<file path="config.mk">
export PLATFORM = sky130hd
export DESIGN_NAME = ciel_core
export DESIGN_NICKNAME = d
export VERILOG_FILES = /design/src/core/ciel_pkg.sv /design/src/core/ciel_sync.sv /design/src/core/ciel_core.sv
export SDC_FILE = /design/constraint.sdc
export NUM_CORES = 1
export LEC_CHECK = 0
export BUFFER_PORTS_ARGS = -buffer_cell sky130_fd_sc_hd__buf_2
export CAP_MARGIN = 10
export CORE_MARGIN = 3
export CORE_UTILIZATION = 45
export CTS_CLUSTER_SIZE = 28
export DETAILED_ROUTE_END_ITERATION = 7
export GPL_TIMING_DRIVEN = 0
export PLACE_DENSITY = 0.66
export SYNTH_ARGS = -nofsm -noshare
export SYNTH_HDL_FRONTEND = slang
export SYNTH_HIERARCHICAL = 1
export SYNTH_SLANG_ARGS = --single-unit
</file>
<file path="constraint.sdc">
create_clock -name pclk -period 2.25 [get_ports pclk]
set_clock_uncertainty 0.2 [all_clocks]
set_input_delay 0.225 -clock pclk [delete_from_list [all_inputs] [get_ports pclk]]
set_output_delay 0.225 -clock pclk [all_outputs]
set_load 0.02 [all_outputs]
</file>
<file path="src/core/ciel_pkg.sv">
// Package: register map, field positions, codes and carrier types
// of the core interrupt/exception logic.
// Assumes a 32-bit APB register bus and one core clock.
package ciel_pkg;
   // Register byte offsets
   localparam logic [7:0] OFF_STATUS = 8'h00;
   localparam logic [7:0] OFF_REASON = 8'h04;
   localparam logic [7:0] OFF_MATCH = 8'h08;
   localparam logic [7:0] OFF_TALLY = 8'h0c;
   localparam logic [7:0] OFF_PERF = 8'h10;
   localparam logic [7:0] OFF_FPCSR = 8'h14;
   localparam logic [7:0] OFF_EVSTAT = 8'h18;
   localparam logic [7:0] OFF_EVMASK = 8'h1c;
   localparam logic [7:0] OFF_VECTOR = 8'h20;
   // Status register fields
   localparam int ST_GIE = 0;
   localparam int ST_MASK_LO = 8;
   localparam int ST_VEC_EN = 16;
   // Reason register fields
   localparam int RS_CODE_LO = 2;
   localparam int RS_PEND_LO = 8;
   localparam int RS_PERF_FLAG = 26;
   localparam int RS_TIMER_FLAG = 30;
   // Performance counter overflow bit
   localparam int PF_OVF = 31;
   // Floating-point control/status fields
   localparam int FP_EN_LO = 7;
   localparam int FP_CAUSE_LO = 12;
   localparam int FP_UNIMPL = 5;
   // Event status bits
   localparam int EV_INT = 0;
   localparam int EV_FPE = 1;
   localparam int EV_TIMER = 2;
   localparam int EV_PERF = 3;
   // Reset values
   localparam logic [31:0] STATUS_RST = 32'h0000_0000;
   localparam logic [31:0] MATCH_RST = 32'hffff_ffff;
   localparam logic [3:0] EVMASK_RST = 4'h0;
   // Reason codes
   localparam logic [4:0] CODE_INT = 5'h00;
   localparam logic [4:0] CODE_FPE = 5'h0f;
   // Vector layout
   localparam logic [31:0] VEC_BASE = 32'h8000_0000;
   localparam logic [31:0] VEC_COMMON = 32'h0000_0180;
   localparam logic [31:0] VEC_INT0 = 32'h0000_0200;
   localparam int VEC_SPACE_SH = 5;

   typedef struct packed {
      logic valid;
      logic [4:0] code;
      logic [31:0] vector;
   } ciel_exc_t;

   typedef struct packed {
      logic valid;
      logic [5:0] cause;
   } ciel_fp_ev_t;
endpackage

</file>
<file path="src/core/ciel_sync.sv">
// Two-flip-flop synchroniser for a bundle of pin levels.
// Assumes the inputs are asynchronous to clk.
`timescale 1ns/100ps
module ciel_sync #(
   parameter int W = 1
) (
   // Clock and reset
   input wire logic clk,
   input wire logic rst_n,
   // Levels
   input wire logic [W-1:0] din,
   output logic [W-1:0] dout
);
   logic [W-1:0] meta_q;

   always_ff @(posedge clk or negedge rst_n) begin
      if (!rst_n) begin
         meta_q <= '0;
         dout <= '0;
      end else begin
         meta_q <= din;
         dout <= meta_q;
      end
   end
endmodule

</file>
<file path="src/core/ciel_core.sv">
// Interrupt and floating-point exception signalling of a processor core,
// with an APB register port and a level interrupt output.
// Assumes pipeline strobes and fp events come from pclk logic; pins async.
// Overview of operation
// - Floating-point exception raised unmasked, fp reason code, common vector.
// - Fp exception ends when software clears the active cause bits.
// - Interrupt exception taken when any of eight conditions is active, unmasked.
// - Each interrupt suppressed when its mask field bit is clear.
// - Clear global enable suppresses all eight interrupts.
// - Interrupt exception loads interrupt reason code into the reason field.
// - Legacy common vector, or vectored entry of highest unmasked pending interrupt.
// - Pending field shows live requests; several or none may be set.
// - Pending bit 7 ORs external line 5, timer match, perf overflow.
// - Timer and performance flags in reason register show those sources.
// - Software sets and clears pending bits 1 and 0.
// - Software interrupts are imprecise; taken a few cycles later.
// - A write to the timer match register clears timer interrupt, unless a timer match hits in the same cycle.
// - Writing zero to overflow bit 31 clears performance interrupt.
// - Cold and soft reset clear external requests in pending 2 to 6.
`timescale 1ns/100ps
module ciel_core (
   // Clock and reset
   input wire logic pclk,
   input wire logic presetn,
   // APB slave
   input wire logic psel,
   input wire logic penable,
   input wire logic pwrite,
   input wire logic [7:0] paddr,
   input wire logic [31:0] pwdata,
   output logic [31:0] prdata,
   output logic pready,
   output logic pslverr,
   // Pins
   input wire logic [5:0] ext_irq,
   input wire logic soft_reset,
   // Coprocessor and counters
   input wire ciel_pkg::ciel_fp_ev_t fp_ev,
   input wire logic perf_overflow,
   // Pipeline
   input wire logic exc_take,
   output ciel_pkg::ciel_exc_t exc,
   // Interrupt
   output logic irq
);
   logic [5:0] ext_s;
   logic soft_s;
   logic [4:0] ext_q;
   logic [31:0] status_q;
   logic [1:0] sw_q;
   logic [4:0] reason_q;
   logic [31:0] match_q;
   logic [31:0] tally_q;
   logic timer_q;
   logic perf_q;
   logic [5:0] cause_q;
   logic [4:0] fpen_q;
   logic [3:0] evstat_q;
   logic [3:0] evmask_q;
   logic [31:0] vec_q;
   logic [7:0] pend;
   logic [7:0] active;
   logic gie;
   logic [7:0] mask;
   logic int_req;
   logic fp_exc;
   logic wr;
   logic rd_setup;
   logic mapped;
   logic [2:0] top_idx;
   logic [31:0] next_vec;
   logic [3:0] ev_set;
   logic timer_hit;
   logic [31:0] reason_rd;

   ciel_sync #(.W(7)) u_sync (
      .clk(pclk),
      .rst_n(presetn),
      .din({soft_reset, ext_irq}),
      .dout({soft_s, ext_s})
   );

   // APB decode: zero wait states, error on unmapped offsets
   assign wr = psel && penable && pwrite;
   assign rd_setup = psel && !penable && !pwrite;
   assign pready = 1'b1;
   always_comb begin
      mapped = 1'b0;
      unique case (paddr)
         ciel_pkg::OFF_STATUS, ciel_pkg::OFF_REASON, ciel_pkg::OFF_MATCH,
         ciel_pkg::OFF_TALLY, ciel_pkg::OFF_PERF, ciel_pkg::OFF_FPCSR,
         ciel_pkg::OFF_EVSTAT, ciel_pkg::OFF_EVMASK,
         ciel_pkg::OFF_VECTOR: mapped = 1'b1;
         default: mapped = 1'b0;
      endcase
   end
   assign pslverr = psel && penable && !mapped;

   // External requests 0 to 4 follow the pin, dropped by soft reset
   always_ff @(posedge pclk or negedge presetn) begin
      if (!presetn) begin
         ext_q <= '0;
      end else if (soft_s) begin
         ext_q <= '0;
      end else begin
         ext_q <= ext_s[4:0];
      end
   end

   // Status register: global enable, mask field, vectored mode
   always_ff @(posedge pclk or negedge presetn) begin
      if (!presetn) begin
         status_q <= ciel_pkg::STATUS_RST;
      end else if (wr && paddr == ciel_pkg::OFF_STATUS) begin
         status_q <= pwdata & 32'h0001_ff01;
      end
   end
   assign gie = status_q[ciel_pkg::ST_GIE];
   assign mask = status_q[ciel_pkg::ST_MASK_LO +: 8];

   // Software interrupt bits
   always_ff @(posedge pclk or negedge presetn) begin
      if (!presetn) begin
         sw_q <= '0;
      end else if (wr && paddr == ciel_pkg::OFF_REASON) begin
         sw_q <= pwdata[ciel_pkg::RS_PEND_LO +: 2];
      end
   end

   // Timer: free-running tally against match value
   assign timer_hit = tally_q == match_q;
   always_ff @(posedge pclk or negedge presetn) begin
      if (!presetn) begin
         tally_q <= '0;
      end else if (wr && paddr == ciel_pkg::OFF_TALLY) begin
         tally_q <= pwdata;
      end else begin
         tally_q <= tally_q + 32'h0000_0001;
      end
   end
   always_ff @(posedge pclk or negedge presetn) begin
      if (!presetn) begin
         match_q <= ciel_pkg::MATCH_RST;
      end else if (wr && paddr == ciel_pkg::OFF_MATCH) begin
         match_q <= pwdata;
      end
   end
   always_ff @(posedge pclk or negedge presetn) begin
      if (!presetn) begin
         timer_q <= 1'b0;
      end else if (timer_hit) begin
         timer_q <= 1'b1;
      end else if (wr && paddr == ciel_pkg::OFF_MATCH) begin
         timer_q <= 1'b0;
      end
   end

   // Performance counter overflow flag
   always_ff @(posedge pclk or negedge presetn) begin
      if (!presetn) begin
         perf_q <= 1'b0;
      end else if (perf_overflow) begin
         perf_q <= 1'b1;
      end else if (wr && paddr == ciel_pkg::OFF_PERF) begin
         perf_q <= pwdata[ciel_pkg::PF_OVF];
      end
   end

   // Floating-point cause and enables; new causes win over a write
   always_ff @(posedge pclk or negedge presetn) begin
      if (!presetn) begin
         cause_q <= '0;
         fpen_q <= '0;
      end else begin
         if (wr && paddr == ciel_pkg::OFF_FPCSR) begin
            cause_q <= pwdata[ciel_pkg::FP_CAUSE_LO +: 6] | ({6{fp_ev.valid}} & fp_ev.cause);
            fpen_q <= pwdata[ciel_pkg::FP_EN_LO +: 5];
         end else if (fp_ev.valid) begin
            cause_q <= cause_q | fp_ev.cause;
         end
      end
   end
   assign fp_exc = cause_q[ciel_pkg::FP_UNIMPL] || |(cause_q[4:0] & fpen_q);

   // Live pending field and request
   assign pend = {ext_s[5] | timer_q | perf_q, ext_q, sw_q};
   assign active = pend & mask;
   assign int_req = gie && |active;

   always_comb begin
      top_idx = 3'd0;
      for (int i = 0; i < 8; i++) begin
         if (active[i]) begin
            top_idx = 3'(i);
         end
      end
   end

   always_comb begin
      if (fp_exc) begin
         next_vec = ciel_pkg::VEC_BASE + ciel_pkg::VEC_COMMON;
      end else if (status_q[ciel_pkg::ST_VEC_EN]) begin
         next_vec = ciel_pkg::VEC_BASE + ciel_pkg::VEC_INT0
            + ({29'h0, top_idx} << ciel_pkg::VEC_SPACE_SH);
      end else begin
         next_vec = ciel_pkg::VEC_BASE + ciel_pkg::VEC_COMMON;
      end
   end

   // Registered request to the pipeline; fp has priority
   always_ff @(posedge pclk or negedge presetn) begin
      if (!presetn) begin
         exc <= '0;
      end else begin
         exc.valid <= fp_exc || int_req;
         exc.code <= fp_exc ? ciel_pkg::CODE_FPE : ciel_pkg::CODE_INT;
         exc.vector <= next_vec;
      end
   end

   // Reason field and vector loaded when the pipeline takes it
   always_ff @(posedge pclk or negedge presetn) begin
      if (!presetn) begin
         reason_q <= '0;
         vec_q <= '0;
      end else if (exc_take && exc.valid) begin
         reason_q <= exc.code;
         vec_q <= exc.vector;
      end
   end

   // Sticky events, write one to clear, set wins
   assign ev_set = {perf_overflow, timer_hit,
                    exc_take && exc.valid && exc.code == ciel_pkg::CODE_FPE,
                    exc_take && exc.valid && exc.code == ciel_pkg::CODE_INT};
   always_ff @(posedge pclk or negedge presetn) begin
      if (!presetn) begin
         evstat_q <= '0;
      end else if (wr && paddr == ciel_pkg::OFF_EVSTAT) begin
         evstat_q <= (evstat_q & ~pwdata[3:0]) | ev_set;
      end else begin
         evstat_q <= evstat_q | ev_set;
      end
   end
   always_ff @(posedge pclk or negedge presetn) begin
      if (!presetn) begin
         evmask_q <= ciel_pkg::EVMASK_RST;
      end else if (wr && paddr == ciel_pkg::OFF_EVMASK) begin
         evmask_q <= pwdata[3:0];
      end
   end
   assign irq = |(evstat_q & evmask_q);

   // Read data captured in the setup cycle
   always_comb begin
      reason_rd = '0;
      reason_rd[ciel_pkg::RS_CODE_LO +: 5] = reason_q;
      reason_rd[ciel_pkg::RS_PEND_LO +: 8] = pend;
      reason_rd[ciel_pkg::RS_PERF_FLAG] = perf_q;
      reason_rd[ciel_pkg::RS_TIMER_FLAG] = timer_q;
   end
   always_ff @(posedge pclk or negedge presetn) begin
      if (!presetn) begin
         prdata <= '0;
      end else if (rd_setup) begin
         unique case (paddr)
            ciel_pkg::OFF_STATUS: prdata <= status_q;
            ciel_pkg::OFF_REASON: prdata <= reason_rd;
            ciel_pkg::OFF_MATCH: prdata <= match_q;
            ciel_pkg::OFF_TALLY: prdata <= tally_q;
            ciel_pkg::OFF_PERF: prdata <= {perf_q, 31'h0};
            ciel_pkg::OFF_FPCSR: prdata <= {14'h0, cause_q, fpen_q, 7'h0};
            ciel_pkg::OFF_EVSTAT: prdata <= {28'h0, evstat_q};
            ciel_pkg::OFF_EVMASK: prdata <= {28'h0, evmask_q};
            ciel_pkg::OFF_VECTOR: prdata <= vec_q;
            default: prdata <= '0;
         endcase
      end
   end

   // Checks
   fp_raise_a: assert property (@(posedge pclk) disable iff (!presetn)
      fp_exc |=> exc.valid && exc.code == ciel_pkg::CODE_FPE
         && exc.vector == ciel_pkg::VEC_BASE + ciel_pkg::VEC_COMMON)
      else $error("fp exception not raised");

   fp_clear_a: assert property (@(posedge pclk) disable iff (!presetn)
      wr && paddr == ciel_pkg::OFF_FPCSR && !fp_ev.valid
         && pwdata[ciel_pkg::FP_CAUSE_LO +: 6] == 6'h00 |=> !fp_exc)
      else $error("fp cause not cleared");

   int_take_a: assert property (@(posedge pclk) disable iff (!presetn)
      !fp_exc && gie && |(pend & mask) |=> exc.valid
         && exc.code == ciel_pkg::CODE_INT)
      else $error("interrupt not requested");

   mask_block_a: assert property (@(posedge pclk) disable iff (!presetn)
      (pend & mask) == 8'h00 && !fp_exc |=> !exc.valid)
      else $error("masked interrupt requested");

   gie_block_a: assert property (@(posedge pclk) disable iff (!presetn)
      !gie && !fp_exc |=> !exc.valid)
      else $error("interrupt with global enable clear");

   reason_load_a: assert property (@(posedge pclk) disable iff (!presetn)
      exc_take && exc.valid |=> reason_q == $past(exc.code)
         && vec_q == $past(exc.vector))
      else $error("reason not loaded");

   legacy_vec_a: assert property (@(posedge pclk) disable iff (!presetn)
      exc.valid && exc.code == ciel_pkg::CODE_INT && !$past(status_q[ciel_pkg::ST_VEC_EN])
         |-> exc.vector == ciel_pkg::VEC_BASE + ciel_pkg::VEC_COMMON)
      else $error("legacy vector wrong");

   timer_pend_a: assert property (@(posedge pclk) disable iff (!presetn)
      timer_hit |=> pend[7] && timer_q)
      else $error("timer match not pending");

   sw_pend_a: assert property (@(posedge pclk) disable iff (!presetn)
      wr && paddr == ciel_pkg::OFF_REASON |=> pend[1:0] == $past(pwdata[9:8]))
      else $error("software pending not written");

   match_clear_a: assert property (@(posedge pclk) disable iff (!presetn)
      wr && paddr == ciel_pkg::OFF_MATCH && !timer_hit |=> !timer_q)
      else $error("timer flag not cleared");

   perf_clear_a: assert property (@(posedge pclk) disable iff (!presetn)
      wr && paddr == ciel_pkg::OFF_PERF && !pwdata[31] && !perf_overflow
         |=> !perf_q)
      else $error("perf flag not cleared");

   soft_clr_a: assert property (@(posedge pclk) disable iff (!presetn)
      soft_s |=> pend[6:2] == 5'h00)
      else $error("soft reset kept external requests");

   irq_level_a: assert property (@(posedge pclk) disable iff (!presetn)
      |(ev_set & evmask_q) && !(wr && paddr == ciel_pkg::OFF_EVMASK) |=> irq)
      else $error("irq output wrong");

   fp_seen_c: cover property (@(posedge pclk) disable iff (!presetn)
      fp_exc ##1 exc_take ##1 !fp_exc);
   vec_int_c: cover property (@(posedge pclk) disable iff (!presetn)
      exc.valid && status_q[16] && exc.code == ciel_pkg::CODE_INT);
   timer_int_c: cover property (@(posedge pclk) disable iff (!presetn)
      timer_q && int_req);
   soft_rst_c: cover property (@(posedge pclk) disable iff (!presetn)
      |ext_q ##1 soft_s);
endmodule

</file>
## After elaboration in Yosys (flattened, before gate mapping)

Index checks and enable logic that the tools add are counted.

| cells by class | value |
|---|---|
| $mul | 0 |
| divide/modulo/power cells | 0 |
| bitwise gates (word level) | 12 |
| reductions and logical operators | 31 |
| shift-type cells | 0 |
| order comparisons | 0 |
| add/subtract/negate cells | 2 |
| muxes and demuxes | 21 |
| eq/ne operators | 10 |

Operators by type and width:

| cell | number |
|---|---|
| 32-bit one-hot mux with 9 select lines | 1 |
| 32-bit 2-to-1 mux | 3 |
| 32-bit by 1-bit adder with 32-bit output, second input constant | 1 |
| 32-bit by 8-bit adder with 32-bit output, first input constant | 1 |
| 32-bit == test | 1 |
| 8-bit by 5-bit == test with 1-bit output, second input constant | 4 |
| 3-bit 2-to-1 mux | 6 |
| 1-bit logical AND | 17 |
| 8-bit by 4-bit == test with 1-bit output, second input constant | 2 |
| 6-bit 2-to-1 mux | 2 |
| 6-bit OR | 2 |
| 9-bit OR reduction | 1 |
| 4-bit bitwise AND | 2 |
| 8-bit bitwise AND | 1 |
| 8-bit by 3-bit == test with 1-bit output, second input constant | 1 |
| 8-bit by 6-bit == test with 1-bit output, second input constant | 1 |
| 8-bit logical NOT | 1 |
| 4-bit 2-to-1 mux | 2 |
| 4-bit OR | 2 |
| 8-bit OR reduction | 1 |
| 6-bit bitwise AND | 1 |
| 1-bit 2-to-1 mux | 6 |
| 2-bit nonzero test | 3 |
| 5-bit bitwise AND | 1 |
| other kinds (9) | 13 |

| storage, ports and cells | value |
|---|---|
| input port bits | 61 |
| memories kept | 0 |
| logic and storage cells | 95 |
| bits in latches | 0 |
| bits in writable memories | 0 |
| output and inout bits | 73 |
| register bits after elaboration | 221 |
| bits in read-only memories | 0 |

## Longest topological paths before layout

Gate-level depths: netlist of run 1.

| depth | value |
|---|---|
| depth in word-level cells | 13 |
| depth in mapped cells | 8 |

## By module

The synthesis of run 1 kept the hierarchy.

By module, submodules not included:

| module | area each (µm²) | cells an instance | instances |
|---|---|---|---|
| ciel_core | 7840.0 | 742 | 1 |
| ciel_sync | 350.3 | 14 | 1 |

## Worst setup path before layout of run 1

No wires, ideal clock.

| timing | value |
|---|---|
| path type | register -> register |
| start point | register tally_q[0] |
| end point | register tally_q[22] |
| data arrival time | 1.559 ns |
| path slack | 0.354 ns |
| cell stages (with the launch flop) | 9 |
| data required time | 1.913 ns |
| path through | dfrtp_1 -> ha_1 -> and3_1 -> clkbuf_1 -> and3_1 -> buf_2 -> nand4_1 -> xor2_1 -> a21oi_1 |

| between the ends | value |
|---|---|
| word-level cells in the longest chain between the ends | 2 |

RTL lines:

| item | RTL line | text |
|---|---|---|
| start: declaration | ciel_core.sv:53 | `logic [31:0] tally_q;` |
| start signal: assignment | ciel_core.sv:136 | `tally_q <= pwdata;` |
| start signal: assignment | ciel_core.sv:138 | `tally_q <= tally_q + 32'h0000_0001;` |
| 32-bit by 1-bit adder with 32-bit output | ciel_core.sv:138 |  |
| 32-bit 2-to-1 mux | ciel_core.sv:135 | `end else if (wr && paddr == ciel_pkg::OFF_TALLY) begin` |

Every way passes these cells.
A chain may end at the register's enable or synchronous reset.

## Worst setup path after layout of run 1

| timing | value |
|---|---|
| start point | input port paddr[2] |
| end point | register evstat_q[1] |

| between the ends | value |
|---|---|
| word-level cells in the longest chain between the ends | 3 |

RTL lines:

| item | RTL line | text |
|---|---|---|
| start: declaration | ciel_core.sv:29 | `input wire logic [7:0] paddr,` |
| 8-bit by 5-bit == test with 1-bit output | ciel_core.sv:239 | `end else if (wr && paddr == ciel_pkg::OFF_EVSTAT) begin` |
| 1-bit logical AND | ciel_core.sv:239 |  |
| 4-bit 2-to-1 mux | ciel_core.sv:239 |  |
| end signal: assignment | ciel_core.sv:240 | `evstat_q <= (evstat_q & ~pwdata[3:0]) \| ev_set;` |
| end signal: assignment | ciel_core.sv:242 | `evstat_q <= evstat_q \| ev_set;` |
| end: declaration | ciel_core.sv:58 | `logic [3:0] evstat_q;` |

Every way passes these cells.

==> impl_metrics.py, run 1 <==
metrics = {
    "outcome": {
        "status": "finished clean",
    },
    "logic_synthesis": {
        "synth-xor-area-share_pct": 6.63,
        "avgSynthCellArea_um2": 10.8,
        "synthCells": 756,
        "async_flop_share_pct": 100,
        "synth_edf_count": 0,
        "syn_area_um2": 8190,
        "ys_seq_area_share_pct": 50.3,
        "yosys.cell_types.count": 60,
        "synthSimpleGateAreaFrac_pct": 15.2,
        "yosys_warnings": 6,
        "synth_seq_cells": 163,
        "synth_compound_area_share_pct": 10.6,
        "synth_mux_area_share_pct": 11.2,
        "synth_fa_ha_area_share_pct": 0.153,
        "synth_top_family_by_area": "simple AND/OR/NAND/NOR gates",
        "synthFlopType": "dfrtp_1",
    },
    "power_and_ir_drop": {
        "ir_drop_mv": 0.546,
        "finalPower_mw": 6.91,
        "p_leak_nw": 4.90,
        "p_per_area_nw_per_um2": 666,
    },
    "setup_path": {
        "cp_num_cells": 8,
        "worst_path_largest_cell_delay_ps": 550,
        "crit_family": "simple AND/OR/NAND/NOR gates",
        "crit_arrival_ps": 2230,
        "path_buf_inv": 3,
        "critPathLaunchType": "input pin",
        "critPathCaptureType": "flop",
        "required_ps": 2370,
        "path_cells": "buf_2, buf_2, nor2b_2, and2_1, and2_1, nand2_1, a32o_1, dlygate4sd3_1",
        "crit_fanout": 10,
        "crit_type": "in -> reg",
        "cp_slowest_cell": "dlygate4sd3_1",
        "r2r_cells": 7,
    },
    "finish": {
        "area.growth.synth_to_final_pct": 26.6,
        "layout-drive-gt1-share_pct": 26.2,
        "fin_cells": 1207,
        "fill_cells": 1528,
        "regArea_um2": 4120,
        "postLayoutCellArea_um2": 10400,
        "n_antenna_cell": 0,
        "multi_input_comb_area_um2": 3710,
        "fin_nets": 1031,
    },
    "hold_path": {
        "holdPathStages": 4,
        "hold_path.class": "in -> reg",
    },
    "die": {
        "die_h_um": 141,
        "row_count": 48,
        "io_pins": 134,
        "die_area_um2": 19900,
        "start_util_pct": 46.7,
        "core_area_um2": 17500,
        "die_width_um": 141,
    },
    "timing": {
        "grt_setup_unrepaired": "no",
        "hold_viol_final": 0,
        "slew_violations": 0,
        "post-route-min-period_ps": 2120,
        "fin_crit_sh_pct": 94.1,
        "fin_ws_ps": 132,
        "fmax_mhz": 472,
        "slew-limit-headroom_pct": 46.9,
        "worst_pin_slew_ps": 797,
        "setup-violations-final": 0,
        "final.setup.tns_ps": 0,
    },
    "global_route": {
        "grt_pass1_wl_um": 35600,
        "antenna_found_initial": 0,
        "grt_usage_pct": 23.1,
        "overflow": 0,
        "grt_max_degree": 88,
        "grt_pass1_vias": 6494,
    },
    "placement": {
        "gp_congestion": 0.910,
        "place_area_um2": 9130,
        "hpwl_um": 16500,
        "numPortBuffers": 103,
        "dp_slack_ps": -65.8,
        "place_inst": 1112,
    },
    "routing": {
        "dr.pass1.iters": 5,
        "vias": 6642,
        "wire_per_inst_um": 18.6,
        "met2_length_um": 10800,
        "wirelength_um": 22500,
        "routed.top_layer": "met4",
        "avgViaCountPerCell": 5.50,
        "drt_iter0_markers": 524,
        "antenna_left": 0,
        "wl_met1_um": 10000,
        "drc": 0,
        "dr_wl_met3_um": 1230,
    },
    "clocking": {
        "cts.sinks": 163,
        "clk_pin_slew_ps": 70,
        "clockRootBuffer": "clkbuf_16",
        "cts_tree": "done",
        "cts_max_level": 4,
        "clockBufferDepth": 2,
        "cts-buffers-inserted": 17,
        "post_cts_buffers": 0,
        "clk_latency_ps": 440,
    },
    "job": {
        "drv_cap": 0,
    },
}
state kept, by name, indices dropped and copies added (netlist names):
signal	cells
match_q	32
cause_q	6
ext_q	5
status_q	10
perf_q	1
prdata	32
tally_q	32
vec_q	6
sw_q	2
evstat_q	4
timer_q	1
u_sync/dout	7
evmask_q	4
u_sync/meta_q	7
exc	8
fpen_q	5
reason_q	1
power by group:
| group | total (mW) | switching (mW) | internal (mW) |
|---|---|---|---|
| Sequential | 3.24 | 0.182 | 3.06 |
| Clock | 2.90 | 1.40 | 1.50 |
| Combinational | 0.764 | 0.411 | 0.353 |
| Total | 6.91 | 1.99 | 4.92 |
path summary, 6_finish.rpt:
| check | start | to | slack (ps) |
|---|---|---|---|
| setup / recovery | paddr[2] | evstat_q[1] | 130 |
| max in group asynchronous | presetn | match_q[30] | 860 |
| hold reg to reg | u_sync/meta_q[0] | u_sync/dout[0] | 150 |
| setup reg to reg | tally_q[1] | tally_q[22] | 140 |
| min in group asynchronous | presetn | u_sync/meta_q[1] | 120 |
| hold / removal | paddr[4] | prdata[6] | 70 |
worst register-to-register path: cells and delay by family (launching register included):
kind	cells	cell delay, ps
DFF	1	470
AOI/OAI and AO/OA	1	80
adders and majority gates	1	230
buffers and inverters	1	180
xor gates and xnor gates	1	150
and+or+nand+nor	3	640
final cells by class:
class | instances | share of cell area, %
Multi-Input combinational cell | 545 | 35.8
Sequential cell | 163 | 39.7
Clock inverter | 15 | 1.70
Timing Repair Buffer | 168 | 11.5
Tap cell | 225 | 2.71
Buffer | 70 | 4.37
Clock buffer | 17 | 4.10
Inverter | 4 | 0.145
per-stage QoR:
step / util [%] / hold WS (ps)
2_1_floorplan: - / -271
3_3_place_gp: 51.8 / 132
3_5_place_dp: 52.0 / 38.4
4_1_cts: 59.1 / 54.7
5_1_grt: 59.1 / 98.1
6_report: 59.1 / 72.2
synthesized netlist by cell type, drive strengths merged (4+ instances only):
library cell	count	area, µm²
xor2	48	420
dfrtp	131	3280
and3	14	88.8
nand3	25	125
nor2	25	93.8
mux2i	12	120
xnor2	14	123
dfstp	32	841
buf	60	414
a21oi	25	125
and2	11	68.8
o22ai	11	68.8
nor2b	9	58.8
nor4	19	199
a22o	10	87.6
nor3	5	35.0
a22oi	31	233
clkbuf	11	41.3
mux2	67	754
and4	4	36.3
o21ai	46	230
nand4	11	83.8
inv	4	15.0
nand2	102	385
layer usage:
layer	up-vias	GRT usage, %
met4	0	6.53
met3	37	4.21
li1	3058	-
met5	-	0
met1	3324	32.3
met2	223	37.1
layout by cell type, fill, tap and decap left out, types with 10 or more instances in the layout:
master	Yosys	routed
clkbuf_16	0	17
conb_1	2	29
xor2_1	48	48
nor2_1	25	25
nand3_1	25	25
dfrtp_1	131	131
nand2_1	101	101
dfstp_2	32	32
and3_1	13	13
buf_4	35	35
mux2i_1	12	12
o22ai_1	11	11
a22oi_1	31	31
mux2_1	56	56
and2_1	11	11
o21ai_1	43	43
nand4_1	10	10
xnor2_1	14	14
buf_2	16	118
mux2_2	11	11
a21oi_1	25	25
a22o_1	10	10
dlygate4sd3_1	0	64
kinds of logic (layout without fill, tap and decap cells):
| kind of cell | after synthesis | in the layout |
|---|---|---|
| AO/OA/AOI/OAI | 138 | 138 |
| XOR/XNOR | 62 | 62 |
| adder cells (fa/ha/maj) | 1 | 1 |
| buffers and inverters | 75 | 274 |
| flip-flops | 163 | 163 |
| multiplexers | 81 | 81 |
| other | 2 | 29 |
| AND/OR/NAND/NOR | 234 | 234 |
timing repair:
action                                 CTS  global route
setup endpoints to repair                0            19
hold buffers                            64             0
resized for setup                        0             3
endpoints found under the hold margin  180             0
(Power assumes the default switching activity.)
==> run 2, diff against run 1 <==
--- a/config.mk
+++ b/config.mk
@@ -8,11 +8,11 @@
 export BUFFER_PORTS_ARGS = -buffer_cell sky130_fd_sc_hd__buf_2
 export CAP_MARGIN = 10
 export CORE_MARGIN = 3
-export CORE_UTILIZATION = 45
+export CORE_UTILIZATION = 57
 export CTS_CLUSTER_SIZE = 28
 export DETAILED_ROUTE_END_ITERATION = 7
 export GPL_TIMING_DRIVEN = 0
-export PLACE_DENSITY = 0.66
+export PLACE_DENSITY = 0.89
 export SYNTH_ARGS = -nofsm -noshare
 export SYNTH_HDL_FRONTEND = slang
 export SYNTH_HIERARCHICAL = 1
==> impl_metrics.py, run 2 (synthesis gave the netlist of run 1 again) <==
metrics = {
    "timing": {
        "post-route-min-period_ps": 2130,
        "fin_hold_ws_ps": 56.7,
        "hold_viol_final": 0,
        "fin_ws_ps": 119,
        "slew_violations": 0,
        "setup-violations-final": 0,
        "slew-limit-headroom_pct": 47.2,
        "fmax_mhz": 469,
        "fin_crit_sh_pct": 94.7,
        "worst_pin_slew_ps": 792,
        "grt_setup_unrepaired": "no",
    },
    "setup_path": {
        "r2r_cells": 7,
        "r2r-start": "tally_q[1]",
        "required_ps": 2380,
        "critPathCaptureType": "flop",
        "crit_fanout": 10,
        "cp_slowest_cell": "dlygate4sd3_1",
        "crit_arrival_ps": 2260,
        "critPathLaunch": "paddr[2]",
        "r2r-end": "tally_q[12]",
        "path_cells": "buf_2, buf_2, nor2b_2, and2_1, and2_1, nand2_1, a32o_1, dlygate4sd3_1",
        "crit_type": "in -> reg",
        "crit_path_end": "evstat_q[1]",
        "reg2reg_slack_ps": 130,
        "critPathLaunchType": "input pin",
        "worst_path_largest_cell_delay_ps": 540,
    },
    "power_and_ir_drop": {
        "finalPower_mw": 6.87,
        "p_leak_nw": 4.91,
        "ir_drop_mv": 0.874,
        "p_per_area_nw_per_um2": 666,
    },
    "clocking": {
        "clk_latency_ps": 440,
        "cts_max_level": 4,
        "cts.sinks": 163,
        "clockBufferDepth": 2,
        "clk_pin_slew_ps": 70,
        "cts_tree": "done",
        "clockRootBuffer": "clkbuf_16",
        "post_cts_buffers": 0,
        "cts-buffers-inserted": 17,
    },
    "finish": {
        "fin_util_pct": 73.7,
        "fin_nets": 1032,
        "layout-drive-gt1-share_pct": 26.2,
        "n_antenna_cell": 0,
        "final_common_cell": "dfrtp_1",
        "final_cell_mix": "dfrtp_1 (131), buf_2 (118), nand2_1 (101)",
        "reg_top3": "match_q (32), prdata (32), tally_q (32)",
        "fill_cells": 911,
        "area.growth.synth_to_final_pct": 26.0,
    },
    "routing": {
        "wirelength_um": 23200,
        "drc": 0,
        "antenna_left": 0,
        "vias": 6957,
        "wire_per_inst_um": 20.0,
        "avgViaCountPerCell": 5.98,
        "dr.pass1.iters": 5,
        "drt_iter0_markers": 848,
    },
    "placement": {
        "dp_slack_ps": -49.9,
        "numPortBuffers": 103,
        "gp_congestion": 0.922,
        "hpwl_um": 16000,
    },
    "die": {
        "io_pins": 134,
        "start_util_pct": 58.6,
        "row_count": 43,
        "die_width_um": 126,
        "die_area_um2": 15800,
        "core_area_um2": 14000,
        "die_h_um": 126,
    },
    "hold_path": {
        "hold_path.class": "in -> async",
    },
    "global_route": {
        "grt_pass1_vias": 7119,
        "overflow": 0,
        "grt_pass1_wl_um": 36800,
        "grt_usage_pct": 29.7,
        "antenna_found_initial": 0,
        "grt_max_degree": 69,
    },
    "job": {
        "drv_cap": 0,
    },
    "outcome": {
        "status": "finished clean",
    },
}
-- run 2: final cells by class --
type                       instances  area (µm²)  area share [%]
sequential                       163        4120            39.9
multi-input combinational        545        3710            35.9
timing repair buffer             169        1220            11.8
buffer                            70         453            4.39
clock buffer                      17         425            4.12
tap                              180         225            2.18
clock inverter                    15         153            1.48
inverter                           4        15.0           0.146
-- run 2: power breakdown --
part	switching [mW]	internal [mW]
combinational	0.417	0.359
sequential	0.177	3.06
clock	1.37	1.49
total	1.96	4.90
-- run 2: worst min path at each step --
stage / to
finish: u_sync/meta_q[3]
global route: prdata[12]
CTS: prdata[6]
detailed placement: u_sync/meta_q[3]
global placement: u_sync/dout[6]
floorplan: cause_q[0]
-- run 2: what timing repair did --
action | in CTS | in global routing
hold buffers | 64 | 0
gates resized for setup | 0 | 3
endpoints found under the setup margin | 0 | 17
endpoints found under the hold margin | 208 | 0
-- run 2: layer usage --
metal | vias to the layer above | part of all wire (%) | GRT usage (%) | wire length, µm
met1 | 3391 | 39 | 37.6 | 9030
met5 | - | 0 | 0 | 0
met4 | 0 | 3.7 | 13.0 | 858
met2 | 413 | 49 | 49.0 | 11300
li1 | 3062 | - | - | -
met3 | 91 | 8.9 | 7.34 | 2070
-- run 2: metrics by stage --
step	instance area (µm²)	setup TNS, ps	cells
floorplan	8290	0	783
global placement	9030	-229890	1066
detailed placement	9090	-116	1068
CTS	10300	0	1164
global route	10300	0	1163
finish	10300	0	1163
-- run 2: critical path, delay by kind of cell --
kind	cells	cell delay, ps
buffers and inverters	3	850
AND/OR/NAND/NOR	4	990
AO/OA/AOI/OAI	1	200
